<file path="config.mk">
export PLATFORM = sky130hd
export DESIGN_NAME = flash_host
export DESIGN_NICKNAME = d
export VERILOG_FILES = /design/src/flash_host_pkg.sv /design/src/flash_host.sv
export SDC_FILE = /design/constraint.sdc
export NUM_CORES = 1
export LEC_CHECK = 0
export BUFFER_PORTS_ARGS = -buffer_cell sky130_fd_sc_hd__buf_4
export CORE_ASPECT_RATIO = 1.1
export CORE_MARGIN = 1.5
export CORE_UTILIZATION = 29
export CTS_CLUSTER_DIAMETER = 60
export DETAILED_ROUTE_END_ITERATION = 12
export PLACE_DENSITY = 0.44
export REMOVE_ABC_BUFFERS = 1
export SYNTH_ARGS = -nofsm -noshare
export SYNTH_HDL_FRONTEND = slang
export SYNTH_SLANG_ARGS = --single-unit
</file>
<file path="constraint.sdc">
create_clock -name clk_i -period 3.4 [get_ports clk_i]
set_clock_uncertainty 0.2 [all_clocks]
set_input_delay 0.17 -clock clk_i [delete_from_list [all_inputs] [get_ports clk_i]]
set_output_delay 0.17 -clock clk_i [all_outputs]
set_load 0.02 [all_outputs]
</file>
<file path="src/flash_host_pkg.sv">
`default_nettype none
package flash_host_pkg;

	// Clock and pin timing.
	localparam int unsigned CLK_PERIOD_NS = 20;
	localparam int unsigned WE_LOW_NS     = 60;
	localparam int unsigned READ_ACC_NS   = 150;
	localparam int unsigned GAP_NS        = 40;
	localparam int unsigned SYNC_STAGES   = 2;
	localparam int unsigned WE_LOW_CYC    = (WE_LOW_NS + CLK_PERIOD_NS - 1) / CLK_PERIOD_NS;
	localparam int unsigned READ_CYC      =
		(READ_ACC_NS + CLK_PERIOD_NS - 1) / CLK_PERIOD_NS + SYNC_STAGES;
	localparam int unsigned GAP_CYC       = (GAP_NS + CLK_PERIOD_NS - 1) / CLK_PERIOD_NS;
	localparam int unsigned CLK_HZ        = 50_000_000;
	localparam int unsigned ERASE_CYCLE_TIME_S = 10;
	localparam int unsigned POLL_TIMEOUT_CYC   = ERASE_CYCLE_TIME_S * CLK_HZ;

	// Register byte offsets.
	localparam logic [7:0] OFS_CTRL   = 8'h00;
	localparam logic [7:0] OFS_ADDR   = 8'h04;
	localparam logic [7:0] OFS_WDATA  = 8'h08;
	localparam logic [7:0] OFS_RDATA  = 8'h0C;
	localparam logic [7:0] OFS_STATUS = 8'h10;

	// Status bit positions.
	localparam int unsigned ST_BUSY_BIT    = 0;
	localparam int unsigned ST_DONE_BIT    = 1;
	localparam int unsigned ST_TIMEOUT_BIT = 2;
	localparam int unsigned ST_VERIFY_BIT  = 3;
	localparam int unsigned ST_REFUSED_BIT = 4;
	localparam int unsigned POLL_BIT       = 7;
	localparam int unsigned TOGGLE_STATUS_BIT = 6;

	// Reset values.
	localparam logic [16:0] ADDR_RESET  = 17'h00000;
	localparam logic [7:0]  DATA_RESET  = 8'h00;

	// Command bus cycles.
	localparam logic [16:0] UNLOCK_ADDR1 = 17'h05555;
	localparam logic [16:0] UNLOCK_ADDR2 = 17'h02AAA;
	localparam logic [7:0]  UNLOCK_DATA1 = 8'hAA;
	localparam logic [7:0]  UNLOCK_DATA2 = 8'h55;
	localparam logic [7:0]  CODE_ERASE_SETUP = 8'h80;
	localparam logic [7:0]  CODE_CHIP_ERASE  = 8'h10;
	localparam logic [7:0]  CODE_LOCKOUT     = 8'h40;
	localparam logic [7:0]  CODE_PROGRAM     = 8'hA0;
	localparam logic [7:0]  CODE_ID_ENTRY    = 8'h90;
	localparam logic [7:0]  CODE_ID_EXIT     = 8'hF0;

	typedef enum logic [2:0] {
		CMD_READ,
		CMD_PROGRAM,
		CMD_ERASE,
		CMD_LOCKOUT,
		CMD_ID_ENTRY,
		CMD_ID_EXIT,
		CMD_ID_EXIT_SHORT,
		CMD_NONE
	} cmd_e;

endpackage
`default_nettype wire

</file>
<file path="src/flash_host.sv">
// The register addresses and the Wishbone interface to the registers are this design's own decisions.
`default_nettype none
module flash_host
	import flash_host_pkg::*;
#(
	parameter int unsigned POLL_TIMEOUT = POLL_TIMEOUT_CYC
) (
	// Clock and reset.
	input  wire logic        clk_i,
	input  wire logic        rst_i,
	// Wishbone slave.
	input  wire logic [7:0]  adr_i,
	input  wire logic [31:0] dat_i,
	output logic      [31:0] dat_o,
	input  wire logic        we_i,
	input  wire logic [3:0]  sel_i,
	input  wire logic        cyc_i,
	input  wire logic        stb_i,
	output logic             ack_o,
	// Flash pins.
	output logic      [16:0] address_lines_o,
	output logic             chip_sel_n_o,
	output logic             out_en_n_o,
	output logic             write_n_o,
	output logic      [7:0]  data_lines_o,
	output logic             data_lines_oe_o,
	input  wire logic [7:0]  data_lines_i
);

	typedef enum logic [2:0] {
		S_IDLE,
		S_WSETUP,
		S_WPULSE,
		S_WHOLD,
		S_WGAP,
		S_RACT,
		S_RGAP
	} state_e;

	// Number of bus writes in each command.
	function automatic logic [2:0] seq_len(input cmd_e c);
		case (c)
			CMD_PROGRAM:       seq_len = 3'd4;
			CMD_ERASE:         seq_len = 3'd6;
			CMD_LOCKOUT:       seq_len = 3'd6;
			CMD_ID_ENTRY:      seq_len = 3'd3;
			CMD_ID_EXIT:       seq_len = 3'd3;
			default:           seq_len = 3'd1;
		endcase
	endfunction

	// Address and data of one bus write of a command.
	function automatic logic [24:0] seq_word(input cmd_e c, input logic [2:0] i,
			input logic [16:0] tgt, input logic [7:0] wd);
		logic [7:0] last;
		last = CODE_ID_EXIT;
		case (c)
			CMD_ERASE:    last = CODE_CHIP_ERASE;
			CMD_LOCKOUT:  last = CODE_LOCKOUT;
			CMD_ID_ENTRY: last = CODE_ID_ENTRY;
			CMD_PROGRAM:  last = CODE_PROGRAM;
			default:      last = CODE_ID_EXIT;
		endcase
		if (c == CMD_ID_EXIT_SHORT) begin
			seq_word = {tgt, CODE_ID_EXIT};
		end else if (c == CMD_PROGRAM && i == 3'd3) begin
			seq_word = {tgt, wd};
		end else if (i == 3'd0 || i == 3'd3) begin
			seq_word = {UNLOCK_ADDR1, UNLOCK_DATA1};
		end else if (i == 3'd1 || i == 3'd4) begin
			seq_word = {UNLOCK_ADDR2, UNLOCK_DATA2};
		end else if (i == 3'd2 && (c == CMD_ERASE || c == CMD_LOCKOUT)) begin
			seq_word = {UNLOCK_ADDR1, CODE_ERASE_SETUP};
		end else begin
			seq_word = {UNLOCK_ADDR1, last};
		end
	endfunction

	function automatic logic needs_poll(input cmd_e c);
		needs_poll = (c == CMD_PROGRAM || c == CMD_ERASE || c == CMD_LOCKOUT);
	endfunction

	state_e      state_reg;
	cmd_e        cmd_reg;
	logic [2:0]  idx_reg;
	logic [7:0]  cnt_reg;
	logic        poll_reg;
	logic        have_prev_reg;
	logic        prev_bit_reg;
	logic [31:0] tmo_reg;
	logic [16:0] addr_reg;
	logic [7:0]  wdata_reg;
	logic [7:0]  rdata_reg;
	logic        done_reg;
	logic        timeout_reg;
	logic        verify_reg;
	logic        refused_reg;
	logic [7:0]  meta_reg;
	logic [7:0]  sync_reg;

	logic        bus_req;
	logic        wr_ctrl;
	logic        wr_status;
	logic        start;
	logic        poll_done;
	logic        poll_tmo;
	logic [24:0] next_word;

	assign bus_req   = cyc_i && stb_i && !ack_o;
	assign wr_ctrl   = bus_req && we_i && sel_i[0] && adr_i == OFS_CTRL;
	assign wr_status = bus_req && we_i && sel_i[0] && adr_i == OFS_STATUS;
	// Starting is refused while busy, so a running operation is never cut short.
	assign start     = wr_ctrl && state_reg == S_IDLE && cmd_e'(dat_i[2:0]) != CMD_NONE;
	assign poll_done = state_reg == S_RACT && cnt_reg == 8'h00 && poll_reg && have_prev_reg
		&& sync_reg[TOGGLE_STATUS_BIT] == prev_bit_reg;
	assign poll_tmo  = poll_reg && tmo_reg >= POLL_TIMEOUT;
	assign next_word = seq_word(cmd_reg, idx_reg + 3'd1, addr_reg, wdata_reg);

	// Data pins are asynchronous to clk_i.
	always_ff @(posedge clk_i) begin
		if (rst_i) begin
			meta_reg <= DATA_RESET;
			sync_reg <= DATA_RESET;
		end else begin
			meta_reg <= data_lines_i;
			sync_reg <= meta_reg;
		end
	end

	// Wishbone slave: one wait state, unmapped reads return zero.
	always_ff @(posedge clk_i) begin
		if (rst_i) begin
			ack_o <= 1'b0;
			dat_o <= 32'h0000_0000;
		end else begin
			ack_o <= bus_req;
			dat_o <= 32'h0000_0000;
			if (bus_req && !we_i) begin
				if (adr_i == OFS_CTRL) begin
					dat_o <= {29'h0000_0000, cmd_reg};
				end else if (adr_i == OFS_ADDR) begin
					dat_o <= {15'h0000, addr_reg};
				end else if (adr_i == OFS_WDATA) begin
					dat_o <= {24'h00_0000, wdata_reg};
				end else if (adr_i == OFS_RDATA) begin
					dat_o <= {24'h00_0000, rdata_reg};
				end else if (adr_i == OFS_STATUS) begin
					dat_o <= {27'h000_0000, refused_reg, verify_reg, timeout_reg, done_reg,
						state_reg != S_IDLE};
				end
			end
		end
	end

	// Operand registers; frozen while an operation runs.
	always_ff @(posedge clk_i) begin
		if (rst_i) begin
			addr_reg  <= ADDR_RESET;
			wdata_reg <= DATA_RESET;
		end else if (bus_req && we_i && state_reg == S_IDLE) begin
			if (adr_i == OFS_ADDR) begin
				if (sel_i[0]) addr_reg[7:0]  <= dat_i[7:0];
				if (sel_i[1]) addr_reg[15:8] <= dat_i[15:8];
				if (sel_i[2]) addr_reg[16]   <= dat_i[16];
			end else if (adr_i == OFS_WDATA && sel_i[0]) begin
				wdata_reg <= dat_i[7:0];
			end
		end
	end

	// Sticky status; a hardware set wins over a software clear.
	always_ff @(posedge clk_i) begin
		if (rst_i) begin
			done_reg    <= 1'b0;
			timeout_reg <= 1'b0;
			verify_reg  <= 1'b0;
			refused_reg <= 1'b0;
		end else begin
			if (start) begin
				done_reg    <= 1'b0;
				timeout_reg <= 1'b0;
				verify_reg  <= 1'b0;
			end else if (state_reg == S_RGAP && cnt_reg == 8'h00 && !poll_reg) begin
				done_reg <= 1'b1;
			end else if (state_reg == S_WGAP && cnt_reg == 8'h00 && !needs_poll(cmd_reg)
					&& idx_reg == seq_len(cmd_reg) - 3'd1) begin
				done_reg <= 1'b1;
			end
			if (poll_tmo && state_reg == S_RGAP && cnt_reg == 8'h00) begin
				timeout_reg <= 1'b1;
			end
			// A byte that will not read back means a 0 to 1 attempt or a locked block.
			if (poll_done && cmd_reg == CMD_PROGRAM && sync_reg != wdata_reg) begin
				verify_reg <= 1'b1;
			end
			if (wr_ctrl && !start) begin
				refused_reg <= 1'b1;
			end else if (wr_status && dat_i[ST_REFUSED_BIT]) begin
				refused_reg <= 1'b0;
			end
		end
	end

	// Pin sequencer.
	always_ff @(posedge clk_i) begin
		if (rst_i) begin
			state_reg       <= S_IDLE;
			cmd_reg         <= CMD_READ;
			idx_reg         <= 3'd0;
			cnt_reg         <= 8'h00;
			poll_reg        <= 1'b0;
			have_prev_reg   <= 1'b0;
			prev_bit_reg    <= 1'b0;
			tmo_reg         <= 32'h0000_0000;
			rdata_reg       <= DATA_RESET;
			address_lines_o <= ADDR_RESET;
			chip_sel_n_o    <= 1'b1;
			out_en_n_o      <= 1'b1;
			write_n_o       <= 1'b1;
			data_lines_o    <= DATA_RESET;
			data_lines_oe_o <= 1'b0;
		end else begin
			tmo_reg <= poll_reg ? tmo_reg + 32'h0000_0001 : 32'h0000_0000;
			case (state_reg)
				S_IDLE: begin
					if (start) begin
						cmd_reg       <= cmd_e'(dat_i[2:0]);
						idx_reg       <= 3'd0;
						have_prev_reg <= 1'b0;
						poll_reg      <= 1'b0;
						if (cmd_e'(dat_i[2:0]) == CMD_READ) begin
							address_lines_o <= addr_reg;
							chip_sel_n_o    <= 1'b0;
							out_en_n_o      <= 1'b0;
							cnt_reg         <= 8'(READ_CYC - 1);
							state_reg       <= S_RACT;
						end else begin
							{address_lines_o, data_lines_o} <=
								seq_word(cmd_e'(dat_i[2:0]), 3'd0, addr_reg, wdata_reg);
							state_reg <= S_WSETUP;
						end
					end
				end
				S_WSETUP: begin
					// Output enable stays high through every write cycle.
					out_en_n_o      <= 1'b1;
					chip_sel_n_o    <= 1'b0;
					data_lines_oe_o <= 1'b1;
					state_reg       <= S_WPULSE;
					cnt_reg         <= 8'(WE_LOW_CYC - 1);
				end
				S_WPULSE: begin
					// Address settles two cycles and chip select one cycle before the strobe falls; data holds past its rise.
					write_n_o <= 1'b0;
					if (cnt_reg == 8'h00 && !write_n_o) begin
						write_n_o <= 1'b1;
						state_reg <= S_WHOLD;
					end else if (!write_n_o) begin
						cnt_reg <= cnt_reg - 8'h01;
					end
				end
				S_WHOLD: begin
					chip_sel_n_o <= 1'b1;
					cnt_reg      <= 8'(GAP_CYC - 1);
					state_reg    <= S_WGAP;
				end
				S_WGAP: begin
					data_lines_oe_o <= 1'b0;
					if (cnt_reg != 8'h00) begin
						cnt_reg <= cnt_reg - 8'h01;
					end else if (idx_reg != seq_len(cmd_reg) - 3'd1) begin
						// Every write is sent whole, so the device never sees a partial match.
						idx_reg <= idx_reg + 3'd1;
						{address_lines_o, data_lines_o} <= next_word;
						state_reg <= S_WSETUP;
					end else if (needs_poll(cmd_reg)) begin
						// Polling reads the target so bit 7 and bit 6 both report status.
						poll_reg        <= 1'b1;
						address_lines_o <= addr_reg;
						chip_sel_n_o    <= 1'b0;
						out_en_n_o      <= 1'b0;
						cnt_reg         <= 8'(READ_CYC - 1);
						state_reg       <= S_RACT;
					end else begin
						state_reg <= S_IDLE;
					end
				end
				S_RACT: begin
					if (cnt_reg != 8'h00) begin
						cnt_reg <= cnt_reg - 8'h01;
					end else begin
						// Deselect floats the device outputs before the next access.
						chip_sel_n_o  <= 1'b1;
						out_en_n_o    <= 1'b1;
						rdata_reg     <= sync_reg;
						prev_bit_reg  <= sync_reg[TOGGLE_STATUS_BIT];
						have_prev_reg <= 1'b1;
						if (poll_done) begin
							poll_reg <= 1'b0;
						end
						cnt_reg   <= 8'(GAP_CYC - 1);
						state_reg <= S_RGAP;
					end
				end
				S_RGAP: begin
					if (cnt_reg != 8'h00) begin
						cnt_reg <= cnt_reg - 8'h01;
					end else if (poll_tmo) begin
						poll_reg  <= 1'b0;
						state_reg <= S_IDLE;
					end else if (poll_reg) begin
						chip_sel_n_o <= 1'b0;
						out_en_n_o   <= 1'b0;
						cnt_reg      <= 8'(READ_CYC - 1);
						state_reg    <= S_RACT;
					end else begin
						state_reg <= S_IDLE;
					end
				end
				default: begin
					state_reg <= S_IDLE;
				end
			endcase
		end
	end

endmodule // flash_host
`default_nettype wire

</file>
Yosys cells after proc, flatten, opt, wreduce, memory -nomap -nowiden
Cells that the tools add are included.

word-level totals
  input port bits = 57
  output and inout bits = 62
  flip-flop bits (word level) = 167
  logic and storage cells = 253

cells by class
  equality and inequality tests = 47
  add/sub/neg operators = 5
  bitwise gates (word level) = 4
  multiplexer cells = 86
  magnitude comparators = 1
  reduce and logical (&&, ||, !) cells = 81

operators by type and width
  cell                                                                                   number
  8-bit two-way mux                                                                      18
  17-bit two-way mux                                                                     6
  25-bit two-way mux                                                                     3
  3-bit two-way mux                                                                      20
  8-bit one-hot mux with 7 select lines                                                  1
  23-bit two-way mux                                                                     2
  17-bit one-hot mux with 2 select lines                                                 1
  32-bit by 1-bit adder with 32-bit output, second input constant                        1
  32-bit by 29-bit greater-or-equal comparator with 1-bit output, second input constant  1
  8-bit one-hot mux with 4 select lines                                                  1
  1-bit logical AND                                                                      30
  2-bit != test, second input constant                                                   13
  3-bit equality test, second input constant                                             8
  1-bit two-way mux                                                                      24
  3-bit one-hot mux with 7 select lines                                                  1
  10-bit AND reduction                                                                   2
  3-bit by 2-bit equality test with 1-bit output, second input constant                  6
  9-bit AND reduction                                                                    2
  8-bit by 4-bit equality test with 1-bit output, second input constant                  2
  8-bit logical NOT                                                                      2
  8-bit one-hot mux with 2 select lines                                                  1
  3-bit AND reduction                                                                    5
  2-bit nonzero test                                                                     7
  5-bit AND reduction                                                                    2
  36 further kinds                                                                       65

Depth between registers and ports, before layout
  depth after elaboration = 14
  mapped depth = 10
  depth with buffers taken out = 8

Worst setup path before layout
No wires, ideal clock.

  path type = reg2reg
  from = register cmd_reg[1]
  to = register address_lines_o[5]
  cell stages (with the launch flop) = 10
  data arrival time = 2.491 ns
  slack = 0.623 ns
  cells stage by stage = dfxtp_1 clkbuf_1 xnor2_1 ha_1 xor2_1 or4b_1 o22ai_1 buf_6 a21oi_1 a221oi_2

between the ends
  longest elaborated chain between the ends = 11
  elaborated cells between the ends (all ways) = 24

ends and longest elaborated chain
  what                                                                                   RTL line                            source
  start: declaration                                                                     flash_host.sv:84                    cmd_e cmd_reg;
  start signal: assignment                                                               flash_host.sv:227                   cmd_reg <= cmd_e'(dat_i[2:0]);
  3-bit equality test or 3-bit by 2-bit equality test with 1-bit output (tied branches)  flash_host.sv:42, flash_host.sv:80
  2-bit OR reduction (no source line)                                                    n/a
  3-bit one-hot mux with 3 select lines                                                  flash_host.sv:42                    case (c)
  3-bit two-way mux                                                                      flash_host.sv:269                   if (cnt_reg != 8'h00) begin
  3-bit two-way mux                                                                      flash_host.sv:224                   case (state_reg)
  3-bit two-way mux                                                                      flash_host.sv:206                   if (rst_i) begin
  3-bit by 1-bit subtractor with 3-bit output                                            flash_host.sv:271                   end else if (idx_reg != seq_len(cmd_reg) - 3'd1) begin
  3-bit != test                                                                          flash_host.sv:271
  17-bit two-way mux                                                                     flash_host.sv:271
  17-bit two-way mux                                                                     flash_host.sv:269
  17-bit one-hot mux with 2 select lines                                                 flash_host.sv:224
  end signal: assignment                                                                 flash_host.sv:232                   address_lines_o <= addr_reg;
  end signal: assignment                                                                 flash_host.sv:274                   {address_lines_o, data_lines_o} <= next_word;
  end signal: assignment                                                                 flash_host.sv:279                   address_lines_o <= addr_reg;
  end: declaration                                                                       flash_host.sv:21                    output logic [16:0] address_lines_o,

Several ways; a longest one is shown, not always the timed one. The select of a mux whose other input is x is not followed.
A chain may end at the register's enable or synchronous reset.

Worst setup path after layout
  from = input adr_i[4]
  to = register addr_reg[16]

between the ends
  longest elaborated chain between the ends = 2

ends and longest elaborated chain
  what                                            RTL line           source
  start: declaration                              flash_host.sv:12   input wire logic [7:0] adr_i,
  8-bit by 3-bit equality test with 1-bit output  flash_host.sv:161  if (adr_i == OFS_ADDR) begin
  3-bit AND reduction (no source line)            n/a
  end signal: assignment                          flash_host.sv:164  if (sel_i[2]) addr_reg[16] <= dat_i[16];
  end: declaration                                flash_host.sv:91   logic [16:0] addr_reg;

No other way between the ends.

==> metrics.txt <==
status finished clean; drt first pass iters 4; Port Buffers 87; Std-Cell Rows 59; WP data required 3.57 ns; max FFs per register 32; Max IR drop VDD 0.294 mV; routed length per instance 16.0 µm; ys async rst share 0%; DP Worst Slack 0.440 ns; min cycle time layout 3.18 ns; Die Width 152 µm; commonest non-fill, non-tap cell in the layout dfxtp_1; main flop type after synthesis dfxtp_1; Final nets 1038; die area 25500 µm²; DRT antenna net count 0; remaining global-route overflow 0; Post-synth EDFFs 0; Skew-Pair Late Insertion Delay 0.43 ns; routability cong. 0.801; Crit-path slowest cell dlygate4sd3_1; largest net degree at the start of global routing 47; Area growth syn-to-layout 27.9%; DR vias 6322; CTS Buf Count 17; CP Cell Sequence dlygate4sd3_1, buf_4, nor3b_1, and3_1, and3_1, buf_4, nand3_1, dlygate4sd3_1, a21oi_1, dlygate4sd3_1; sum of negative setup slack 0 ns; final-report max-slew violation count 0; slowest stage delay, CP 0.56 ns; critical path class input pin to register; Hold WC Path Type input pin to register; Synth Cell Area 7120 µm²; CTS H-tree lvls 4; WL final 20.6 mm; final hold violation count 0; Critical Path AT 3.35 ns; first-pass GRT wire length 33.7 mm; vias per cell 4.90; crit path capture addr_reg[16]; Initial Util 29.8%; final cell count without fillers 1289; worst r2r src state_reg[2]; hpwl dp 14.9 mm; dpl cells 1215; Remaining DRCs 0; DIE HEIGHT 167 µm; Core ar. 23900 µm²; initial drt markers 322; layout cells sized above 1 17.4%; Total GRT Usage 16.5%; power per cell area 474 nW/µm²; Gate Count Post-Synth 840; CTS Buffer Depth 2; vias in the first global route 6132; crit path launch type input pin; CTS sink count 151; Worst Hold Slack 0.0320 ns; crit-path most repeated cell dlygate4sd3_1; r2r setup slk 0.26 ns; most frequent cells in the layout dfxtp_1 (151), buf_4 (109), nand2_1 (90); ratio of final minimum period to clock period 93.4%; clk slew on worst S/H paths 0.07 ns; unrepaired setup endpoints after global routing no; CP top delay family buffers and inverters; CTS root buf clkbuf_16; Seq/Total Area, Yosys 42.4%; YS warnings 0; antenna violations before repair 0; Avg Cell Area, Syn 8.48 µm²; #FFs+latches synth 151; Diodes inserted 0; max frequency 315 MHz; CTS tree built; setup ws final 0.223 ns; length in cells of the worst reg-to-reg path 9; WP depth 10; I/O pin cnt 119; Cell variety after synth 79; Max-Cap Viols 0; CP Max Fanout 11; Buf/Inv on CP 5; setup bufs post-CTS 0; P_leak 3.33 nW; slew margin rel. 51.4%; Final Setup Violations 0; Critical Path Sink Type register; Worst Tran Pin Value 0.728 ns; crit path from adr_i[4]; worst reg2reg path endpoint addr_reg[16]
## layer usage
layer / routed length (µm) / track usage [%]
met5: 0 / 0
met4: 311 / 4.39
met3: 542 / 3.26
met2: 9890 / 27.0
met1: 9910 / 22.2
## worst register-to-register path: stages (launching register included)
cell	delay, ns
dfxtp_1	0.31
buf_4	0.19
nor3_2	0.24
buf_4	0.21
and3_1	0.35
buf_4	0.25
nand3_1	0.09
dlygate4sd3_1	0.56
a21oi_1	0.13
dlygate4sd3_1	0.56
## report_power, final
| group | switching [mW] | leakage [nW] | total, mW | internal (mW) |
|---|---|---|---|---|
| Clock | 0.843 | 0.274 | 1.94 | 1.10 |
| Combinational | 0.313 | 1.83 | 0.534 | 0.221 |
| Sequential | 0.0324 | 1.22 | 1.84 | 1.81 |
| Total | 1.19 | 3.33 | 4.32 | 3.13 |
## through the flow
stage               instance area [µm²]  utilization (%)  power, mW
floorplan                          6890                -       2.15
global placement                   8090             33.8       2.39
detailed placement                 8090             33.8       2.39
CTS                                9100             38.1       4.36
global route                       9110             38.1       4.51
finish                             9110             38.1       4.32
## cell type report
cell class | count | area (µm²)
Fill cell | 2515 | 14800
Clock buffer | 18 | 429
Timing Repair Buffer | 151 | 1240
Multi-Input combinational cell | 620 | 3760
Tap cell | 305 | 382
Clock inverter | 14 | 164
Inverter | 30 | 113
Sequential cell | 151 | 3020
## cells by family after synthesis
family | synth area share (%)
other cells | 0.0526
flops | 42.4
mux | 2.00
xor+xnor | 5.29
compound gates | 17.3
buf+inv | 5.67
fa+ha+maj | 1.76
simple gates | 25.5
## worst min path at each step
stage	from	to	slack (ns)	cells past startpoint
floorplan	rst_i	address_lines_o[0]	0.04	1
global placement	rst_i	ack_o	0.16	2
detailed placement	rst_i	ack_o	0.17	2
CTS	adr_i[3]	dat_o[5]	0.03	4
global route	adr_i[3]	dat_o[7]	0.06	4
finish	stb_i	dat_o[0]	0.03	5
## Yosys cell counts, drive strengths merged, types with 12 or more instances
library cell,count,area share [%]
or3,16,1.5
buf,25,2.6
a21oi,71,5.0
xor2,27,3.3
mux2i,12,1.7
dfxtp,151,42
nand2,90,4.7
nor2b,21,1.8
nor2,74,4.0
xnor2,16,2.0
nand3,52,3.7
and2,14,1.2
o21ai,42,3.1
and3,12,1.1
inv,29,1.5
nor3,22,1.7
clkbuf,28,1.5
## what timing repair did
item	in CTS	in global routing
resized for setup	0	1
setup endpoints to repair	0	1
endpoints found under the hold margin	44	0
hold buffers	42	0
(Power assumes the default switching activity.)
